===== config.mk =====
export PLATFORM = sky130hd
export DESIGN_NAME = bmsi_boot_init
export DESIGN_NICKNAME = d
export VERILOG_FILES = /design/src/rtl/bmsi_boot_init.v
export VERILOG_INCLUDE_DIRS = /design/src /design/src/shared
export SDC_FILE = /design/constraint.sdc
export NUM_CORES = 1
export LEC_CHECK = 0
export BUFFER_PORTS_ARGS = -buffer_cell sky130_fd_sc_hd__buf_2
export CORE_AREA = 2 2 115 117
export CTS_CLUSTER_DIAMETER = 30
export DETAILED_ROUTE_END_ITERATION = 8
export DIE_AREA = 0 0 117 119
export HOLD_SLACK_MARGIN = 0.1
export PLACE_DENSITY_LB_ADDON = 0.05
export SYNTH_ARGS = -nofsm -noshare
export SYNTH_HDL_FRONTEND = slang
export SYNTH_SLANG_ARGS = --single-unit
export TNS_END_PERCENT = 20

===== constraint.sdc =====
create_clock -name sys_clk -period 1.97 [get_ports sys_clk]
set_input_delay 0.197 -clock sys_clk [delete_from_list [all_inputs] [get_ports sys_clk]]
set_output_delay 0.197 -clock sys_clk [all_outputs]
set_load 0.01 [all_outputs]

===== src/shared/bmsi_defs.vh =====
`ifndef BMSI_DEFS_VH
`define BMSI_DEFS_VH

// Boot mode codes seen on port zero low bits [5:4]
`define BMSI_MODE_HI       5
`define BMSI_MODE_LO       4
`define BMSI_MODE_ALT      2'b01
`define BMSI_MODE_BSL      2'b10
`define BMSI_MODE_NORMAL   2'b11
// Bus type field source bits on port zero low
`define BMSI_BUS_TYPE_FIELD_HI       7
`define BMSI_BUS_TYPE_FIELD_LO       6

// Boot-mode register load values
`define BMSI_CP_BOOT       16'hfa00
`define BMSI_STACK_UNDERFLOW_LIMIT_BOOT    16'hfa00
`define BMSI_SP_BOOT       16'hfa40
`define BMSI_STACK_OVERFLOW_LIMIT_BOOT    16'hfc00
`define BMSI_SYSTEM_CONFIG_REG_BOOT   16'h0404
`define BMSI_XPER_BOOT     16'h002d
`define BMSI_ZERO16        16'h0000

// System configuration fields
`define BMSI_SYS_EXT_PERIPH_ENABLE_BIT      2
`define BMSI_SYS_BYTE_HIGH_DISABLE_BIT    9
`define BMSI_SYS_INTERNAL_MEM_ENABLE_BIT     10
// Bus control zero fields
`define BMSI_BUS_ACT       10
`define BMSI_BUS_ALE       9
`define BMSI_BUS_TYP_HI    7
`define BMSI_BUS_TYP_LO    6
// Extension peripheral select fields
`define BMSI_XP_CAN1       0
`define BMSI_XP_XRAM1      2
`define BMSI_XP_XRAM2      3
`define BMSI_XP_EXTENSION_USER_FLASH     5
// Emulation control alternate-boot flag
`define BMSI_EMU_ABM       5

// Address map, 24-bit byte addresses
`define BMSI_TFL_LO        24'h000000
`define BMSI_TFL_HI        24'h007fff
`define BMSI_IFL_LO        24'h010000
`define BMSI_IFL_HI        24'h08ffff
`define BMSI_XFL_LO        24'h090000
`define BMSI_XFL_HI        24'h0dffff
`define BMSI_EXTENSION_RAM_LO       24'h0e0000
`define BMSI_EXTENSION_RAM_HI       24'h0effff
`define BMSI_XPER_LO       24'h00e800
`define BMSI_XPER_HI       24'h00efff
`define BMSI_B2B0_LO       24'h0c0000
`define BMSI_B2B0_HI       24'h0c3fff
`define BMSI_ALT_START     24'h090000
`define BMSI_STD_START     24'h000000

`endif


===== src/rtl/bmsi_boot_init.v =====
`include "bmsi_defs.vh"

module bmsi_boot_init (
  input  wire        sys_clk,
  input  wire        rst,
  input  wire        reset_input_pin_n,
  input  wire [7:0]  port_zero_low_config,
  input  wire        external_access_pin_n,
  input  wire        sw_reset_req,
  input  wire        wdt_reset_req,
  input  wire        end_of_init_instruction_exec,
  input  wire        system_config_reg_wr,
  input  wire        xper_wr,
  input  wire [15:0] cfg_wdata,
  input  wire        acc_valid,
  input  wire [23:0] acc_addr,
  input  wire        acc_fetch,
  input  wire        prog_req,
  input  wire [23:0] prog_addr,
  input  wire        sig_start,
  input  wire [15:0] sig_op0,
  input  wire [15:0] sig_op1,
  input  wire [15:0] sig_ref,
  input  wire        p45_user_oe,
  output wire        alt_boot_mode,
  output wire        bootstrap_loader_mode,
  output wire        normal_mode,
  output wire        test_flash_mapped,
  output reg  [15:0] system_config_reg,
  output reg  [15:0] ext_periph_select_reg,
  output reg  [15:0] bus_control_zero_reg,
  output reg  [15:0] context_pointer,
  output reg  [15:0] stack_pointer,
  output reg  [15:0] stack_underflow_limit,
  output reg  [15:0] stack_overflow_limit,
  output wire [15:0] emulation_control_reg,
  output wire        watchdog_disable,
  output reg         sw_reset_pulse,
  output wire        acc_allow,
  output wire        prog_allow,
  output reg         sig_done,
  output reg         sig_ok,
  output reg         user_code_go,
  output reg  [23:0] boot_start_addr,
  output wire        port_four_bit_five_oe
);

  // One-hot sequencer states
  localparam [3:0] ST_HOLD = 4'b0001;
  localparam [3:0] ST_INIT = 4'b0010;
  localparam [3:0] ST_SIG  = 4'b0100;
  localparam [3:0] ST_RUN  = 4'b1000;

  function in_range;
    input [23:0] a;
    input [23:0] lo;
    input [23:0] hi;
    begin
      in_range = (a >= lo) && (a <= hi);
    end
  endfunction

  reg  [2:0]  rstpin_sync_ff;
  reg  [7:0]  p0_meta_ff;
  reg  [7:0]  p0_sync_ff;
  reg  [1:0]  ea_sync_ff;
  reg  [1:0]  mode_ff;
  reg  [1:0]  bus_type_field_ff;
  reg         ea_low_ff;
  reg         abm_flag_ff;
  reg         end_of_init_instruction_done_ff;
  reg  [3:0]  state_ff;
  reg  [3:0]  nxt_state;
  reg  [15:0] sig_sum;
  reg  [15:0] sig_val;
  wire        pin_rise;
  wire        boot_any;
  wire        ext_periph_enable_bit;
  wire        rd_ok;
  wire        fl_ok;
  wire        ram_ok;
  wire        per_ok;

  // Reset pin: two stages, third stage only for edge detect
  always @(posedge sys_clk or posedge rst) begin
    if (rst) begin
      rstpin_sync_ff <= 3'h0;
      p0_meta_ff     <= 8'hff;
      p0_sync_ff     <= 8'hff;
      ea_sync_ff     <= 2'h3;
    end else begin
      rstpin_sync_ff <= {rstpin_sync_ff[1:0], reset_input_pin_n};
      p0_meta_ff     <= port_zero_low_config;
      p0_sync_ff     <= p0_meta_ff;
      ea_sync_ff     <= {ea_sync_ff[0], external_access_pin_n};
    end
  end

  assign pin_rise = rstpin_sync_ff[1] & ~rstpin_sync_ff[2];

  // Strap capture at pin release; frozen until next reset
  always @(posedge sys_clk or posedge rst) begin
    if (rst) begin
      mode_ff     <= `BMSI_MODE_NORMAL;
      bus_type_field_ff     <= 2'h0;
      ea_low_ff   <= 1'b0;
      abm_flag_ff <= 1'b0;
    end else if (pin_rise) begin
      mode_ff     <= p0_sync_ff[`BMSI_MODE_HI:`BMSI_MODE_LO];
      bus_type_field_ff     <= p0_sync_ff[`BMSI_BUS_TYPE_FIELD_HI:`BMSI_BUS_TYPE_FIELD_LO];
      ea_low_ff   <= ~ea_sync_ff[1];
      abm_flag_ff <= (p0_sync_ff[`BMSI_MODE_HI:`BMSI_MODE_LO] == `BMSI_MODE_ALT);
    end else if (sw_reset_pulse) begin
      // Software reset drops boot mode; pins are not resampled
      mode_ff     <= `BMSI_MODE_NORMAL;
      abm_flag_ff <= 1'b0;
    end
  end

  assign alt_boot_mode         = (mode_ff == `BMSI_MODE_ALT);
  assign bootstrap_loader_mode = (mode_ff == `BMSI_MODE_BSL);
  assign normal_mode           = (mode_ff == `BMSI_MODE_NORMAL);
  assign boot_any              = alt_boot_mode | bootstrap_loader_mode;
  assign test_flash_mapped     = boot_any;
  assign watchdog_disable      = boot_any;
  assign emulation_control_reg = {10'h000, abm_flag_ff, 5'h00};
  assign port_four_bit_five_oe = p45_user_oe & ~boot_any;

  // Watchdog reset in a boot mode is turned into a software reset
  always @(posedge sys_clk or posedge rst) begin
    if (rst) begin
      sw_reset_pulse <= 1'b0;
    end else begin
      sw_reset_pulse <= sw_reset_req | (wdt_reset_req & boot_any);
    end
  end

  // Sequencer: hold while pin low, init, signature, run
  always @* begin
    nxt_state = state_ff;
    case (state_ff)
      ST_HOLD: begin
        if (pin_rise) begin
          nxt_state = ST_INIT;
        end
      end
      ST_INIT: begin
        nxt_state = alt_boot_mode ? ST_SIG : ST_RUN;
      end
      ST_SIG: begin
        if (sig_done) begin
          nxt_state = ST_RUN;
        end
      end
      ST_RUN: begin
        nxt_state = ST_RUN;
      end
      default: begin
        nxt_state = ST_HOLD;
      end
    endcase
    if (!rstpin_sync_ff[1]) begin
      nxt_state = ST_HOLD;
    end else if (sw_reset_pulse) begin
      nxt_state = ST_INIT;
    end
  end

  always @(posedge sys_clk or posedge rst) begin
    if (rst) begin
      state_ff <= ST_HOLD;
    end else begin
      state_ff <= nxt_state;
    end
  end

  // Signature: sum, low byte inverted, compared to reference
  always @* begin
    sig_sum = sig_op0 + sig_op1;
    sig_val = {sig_sum[15:8], ~sig_sum[7:0]};
  end

  always @(posedge sys_clk or posedge rst) begin
    if (rst) begin
      sig_done     <= 1'b0;
      sig_ok       <= 1'b0;
      user_code_go <= 1'b0;
    end else if (state_ff != ST_SIG && state_ff != ST_RUN) begin
      sig_done     <= 1'b0;
      sig_ok       <= 1'b0;
      user_code_go <= 1'b0;
    end else if (state_ff == ST_SIG && sig_start && !sig_done) begin
      sig_done     <= 1'b1;
      sig_ok       <= (sig_val == sig_ref);
      user_code_go <= (sig_val == sig_ref);
    end
  end

  // Boot register loads; software writes allowed until end-of-init
  always @(posedge sys_clk or posedge rst) begin
    if (rst) begin
      system_config_reg     <= `BMSI_ZERO16;
      ext_periph_select_reg <= `BMSI_ZERO16;
      bus_control_zero_reg  <= `BMSI_ZERO16;
      context_pointer       <= `BMSI_ZERO16;
      stack_pointer         <= `BMSI_ZERO16;
      stack_underflow_limit <= `BMSI_ZERO16;
      stack_overflow_limit  <= `BMSI_ZERO16;
      boot_start_addr       <= `BMSI_STD_START;
      end_of_init_instruction_done_ff         <= 1'b0;
    end else if (state_ff == ST_INIT) begin
      end_of_init_instruction_done_ff <= 1'b0;
      bus_control_zero_reg <= `BMSI_ZERO16;
      if (ea_low_ff) begin
        bus_control_zero_reg[`BMSI_BUS_ACT] <= 1'b1;
        bus_control_zero_reg[`BMSI_BUS_ALE] <= 1'b1;
        bus_control_zero_reg[`BMSI_BUS_TYP_HI:`BMSI_BUS_TYP_LO] <= bus_type_field_ff;
      end
      if (boot_any) begin
        context_pointer       <= `BMSI_CP_BOOT;
        stack_pointer         <= `BMSI_SP_BOOT;
        stack_underflow_limit <= `BMSI_STACK_UNDERFLOW_LIMIT_BOOT;
        stack_overflow_limit  <= `BMSI_STACK_OVERFLOW_LIMIT_BOOT;
        ext_periph_select_reg <= `BMSI_XPER_BOOT;
        system_config_reg     <= `BMSI_SYSTEM_CONFIG_REG_BOOT;
        // Narrow bus types 00/01 need the high byte disabled
        system_config_reg[`BMSI_SYS_BYTE_HIGH_DISABLE_BIT] <= ~bus_type_field_ff[1];
      end else begin
        context_pointer       <= `BMSI_ZERO16;
        stack_pointer         <= `BMSI_ZERO16;
        stack_underflow_limit <= `BMSI_ZERO16;
        stack_overflow_limit  <= `BMSI_ZERO16;
        ext_periph_select_reg <= `BMSI_ZERO16;
        system_config_reg     <= `BMSI_ZERO16;
        system_config_reg[`BMSI_SYS_INTERNAL_MEM_ENABLE_BIT] <= ~ea_low_ff;
      end
      boot_start_addr <= alt_boot_mode ? `BMSI_ALT_START : `BMSI_STD_START;
    end else if (!end_of_init_instruction_done_ff) begin
      if (end_of_init_instruction_exec) begin
        end_of_init_instruction_done_ff <= 1'b1;
      end
      if (system_config_reg_wr) begin
        system_config_reg <= cfg_wdata;
        if (boot_any) begin
          system_config_reg[`BMSI_SYS_INTERNAL_MEM_ENABLE_BIT] <= 1'b1;
        end
      end
      // Selection only takes while the enable bit is clear
      if (xper_wr && !ext_periph_enable_bit) begin
        ext_periph_select_reg <= cfg_wdata;
      end
    end
  end

  // Access filter: fetch barred from primary flash in boot modes
  assign ext_periph_enable_bit   = system_config_reg[`BMSI_SYS_EXT_PERIPH_ENABLE_BIT];
  assign fl_ok  = ext_periph_enable_bit & ext_periph_select_reg[`BMSI_XP_EXTENSION_USER_FLASH];
  assign ram_ok = ext_periph_enable_bit & (ext_periph_select_reg[`BMSI_XP_XRAM1] |
                          ext_periph_select_reg[`BMSI_XP_XRAM2]);
  assign per_ok = ext_periph_enable_bit & ext_periph_select_reg[`BMSI_XP_CAN1];
  assign rd_ok  =
    in_range(acc_addr, `BMSI_IFL_LO, `BMSI_IFL_HI) ? ~(boot_any & acc_fetch) :
    in_range(acc_addr, `BMSI_XFL_LO, `BMSI_XFL_HI) ? fl_ok :
    in_range(acc_addr, `BMSI_EXTENSION_RAM_LO, `BMSI_EXTENSION_RAM_HI) ? ram_ok :
    in_range(acc_addr, `BMSI_XPER_LO, `BMSI_XPER_HI) ? per_ok :
    in_range(acc_addr, `BMSI_TFL_LO, `BMSI_TFL_HI) ? boot_any :
    1'b1;
  assign acc_allow = acc_valid & rd_ok;

  // Programming window, alternate boot only: all user flash but bank 2 block 0
  assign prog_allow = prog_req & alt_boot_mode &
                      (in_range(prog_addr, `BMSI_IFL_LO, `BMSI_IFL_HI) |
                       in_range(prog_addr, `BMSI_XFL_LO, `BMSI_XFL_HI)) &
                      ~in_range(prog_addr, `BMSI_B2B0_LO, `BMSI_B2B0_HI);

endmodule


==> impl_metrics.tcl <==
set metrics [dict create \
    critPathKind "input port to flop" \
    arrival_ns 2.21 \
    ant_nets 0 \
    placed_cell_area_sq_mm 0.00566 \
    drcViolationCount 0 \
    diodes 0 \
    r2r_start "mode_ff[0]" \
    rsz0062_at_grt "true" \
    via_count 4299 \
    netlist_instances 557 \
    rr_worst_depth 6 \
    hp-class "input port to flop" \
    die-area_sq_mm 0.0139 \
    path_depth 9 \
    slowest_stage "a221o_1" \
    clock_latency_ns 0.33 \
    grt_pass1_vias 3990 \
    synth-edff-count 0 \
    cp_slowest_stage_delay_ns 0.38 \
    synth_flop_cell "dfrtp_1" \
    r2r_setup_slack_ns 0.08 \
    synth_area_per_cell_sq_um 8.41 \
    ys_seq_area_frac 0.345 \
    hold_depth 3 \
    period_minus_slack_ns 1.97 \
    netlist_area_sq_mm 0.00469 \
    ir_drop_mv 0.457 \
    p_int_mw 3.25 \
    max_slew_margin 0.618 \
    p_per_area_mw_per_mm2 814 \
    clkTransAtPathRegs_ns 0.06 \
    status "completed" \
    async_reset_ff_frac 1.00 \
    finClkSkew_ns 0.00665 \
    slew_violations 0 \
    htreeDepth 3 \
    cts_inserted_buffers 9 \
    place_congestion 0.866 \
    synth_warnings 0 \
    drtIter0Drc 118 \
    p_total_mw 5.03 \
    finalSetupViolCount 0 \
    critPathLaunchType "input port" \
    grt_overflow 0 \
    die_y_um 119 \
    place_hpwl_um 9850 \
    start_util 0.364 \
    ios 298 \
    maxCapViolCount 0 \
    stdcell_count 951 \
    port-buffer-count 180 \
    max_freq_mhz 508 \
    critPathBufInv 1 \
    min_period_over_period 0.999 \
    yosysUniqueCellTypes 60 \
    numPlacedInstances 920 \
    cts.sinks 64 \
    cp.required_ns 2.21 \
    layout-drive-gt1-share 0.377 \
    hold_end "system_config_reg[7]" \
    cp_top_family "simple AND/OR/NAND/NOR gates" \
    pwr-share-seq 0.350 \
    core_area_sq_mm 0.0129 \
    nets 923 \
    comb_power_share 0.366 \
    grt_pass1_wl_um 19400 \
    cts_buffer_depth 2 \
    swShare 0.354 \
    grt_use_total 0.177 \
    clock_power_share 0.284 \
    rows 42 \
    drt_pre_antenna_iters 4 \
    clock-root-buffer "clkbuf_16" \
    antenna_found_initial 0 \
    hold_viol 0 \
    ys_ff_latch 64 \
    cp_cell_sequence "buf_6 -> ha_4 -> and2_4 -> a221o_1 -> o211ai_1 -> or3b_1 -> nor4_2 -> nand4_1 -> o31ai_2" \
    wl_um 12200 \
    fin_area_sq_mm 0.00618 \
    worst_r2r_endpoint "sw_reset_pulse" \
    crit_path_max_fanout 4 \
    syn2layout_area_growth_pct 32.0 \
    final_core_util 0.480 \
    min_from "cfg_wdata[7]" \
    whs_ns 0.110 \
    leakage_nw 3.17 \
    wire_per_inst_um 12.9 \
    worst_pin_slew_ns 0.572 \
    fillers 1300 \
    grt_max_degree 65 \
    via_per_inst 4.52 \
    die-width_um 117 \
    switchingPower_mw 1.78 \
    cts_tree "yes" \
    cp-end-kind "flop" \
]
[worst register-to-register path, cell delays in order, from the launching register on]
cell           delay, ns
dfstp_2             0.52
inv_1               0.06
ha_4                0.28
inv_1               0.06
buf_4               0.14
a21o_1              0.15
dlygate4sd3_1       0.55
[through the flow]
stage,setup slack (ns),setup TNS [ns]
2_1_floorplan,-0.105,-0.105
3_3_place_gp,-0.344,-0.344
3_5_place_dp,-0.426,-0.426
4_1_cts,0.000544,0
5_1_grt,-0.0627,-0.115
6_report,0.00133,0
[power by group through the flow]
| stage | clock (mW) | combinational (mW) | sequential [mW] |
|---|---|---|---|
| 2_1_floorplan | 0 | 1.23 | 1.85 |
| 3_3_place_gp | 0 | 1.78 | 1.78 |
| 3_5_place_dp | 0 | 1.79 | 1.78 |
| 4_1_cts | 1.47 | 1.83 | 1.76 |
| 5_1_grt | 1.54 | 2.07 | 1.81 |
| 6_report | 1.43 | 1.84 | 1.76 |
[area by class of cell]
class / count / area, sq um / area share
tap: 176 / 220 / 0.0356
multi-input combinational: 432 / 2500 / 0.404
timing repair buffer: 252 / 1530 / 0.248
clock buffer: 9 / 225 / 0.0364
clock inverter: 7 / 48.8 / 0.00789
sequential: 64 / 1620 / 0.262
inverter: 11 / 41.3 / 0.00668
[layout by cell type (no fill, tap or decap), drive strengths merged, types with 3 or more instances in the layout]
cell,instances
ha,18
o21a,3
o211a,3
xor2,8
mux2,3
and2,5
nor3,11
clkbuf,9
dfrtp,51
dfstp,13
nor2b,7
xnor2,10
a211oi,3
a21o,4
clkinvlp,4
o211ai,5
inv,11
conb,88
a21oi,46
or3,4
mux2i,5
nand2,88
nor4,9
o31ai,3
nor2,28
nand3b,3
nand3,13
nand4,6
nand2b,8
o21ai,18
dlygate4sd3,12
a31oi,7
clkinv,3
buf,240
[logic make-up (layout without fill, tap and decap cells)]
family,count (synthesis),in the layout,synth area share
adder cells (fa/ha/maj),19,19,0.0523
flip-flops,64,64,0.345
multiplexers,8,8,0.0179
other,1,88,0.000800
AND/OR/NAND/NOR,191,191,0.193
buffers and inverters,148,279,0.213
XOR/XNOR,18,18,0.0336
AO/OA/AOI/OAI,108,108,0.144
[timing repair]
action / CTS / global route
setup buffers: 1 / 2
pin swaps: 4 / 17
hold buffers: 12 / 0
resized for setup: 6 / 17
endpoints found under the setup margin: 2 / 2
endpoints found under the hold margin: 61 / 0
[per-layer routing]
layer	global-route usage	routed length, um
met1	0.225	5310
met2	0.289	5920
met3	0.0473	732
met4	0.0618	257
met5	0	0
[Yosys cell counts, drive strengths merged, types with 8 or more instances]
cell type / number / area [sq um]
nor4: 9 / 62.6
clkbuf: 18 / 67.6
inv: 11 / 41.3
nand2: 88 / 330
nand3: 13 / 65.1
o21ai: 18 / 90.1
nor3: 11 / 55.1
xor2: 8 / 70.1
buf: 119 / 888
nand2b: 8 / 50.1
xnor2: 10 / 87.6
ha: 18 / 225
dfstp: 13 / 342
dfrtp: 51 / 1280
nor2: 28 / 105
a21oi: 46 / 230
[worst max path at each step]
stage,start,to,slack (ns)
CTS,sig_op0[10],user_code_go,0.0005
detailed placement,sig_op0[0],user_code_go,-0.43
global route,sig_op1[4],user_code_go,-0.06
global placement,sig_op0[0],user_code_go,-0.34
floorplan,sig_op0[5],user_code_go,-0.10
finish,sig_op1[4],user_code_go,0.001
No activity file was read; power rests on OpenSTA's default activity.
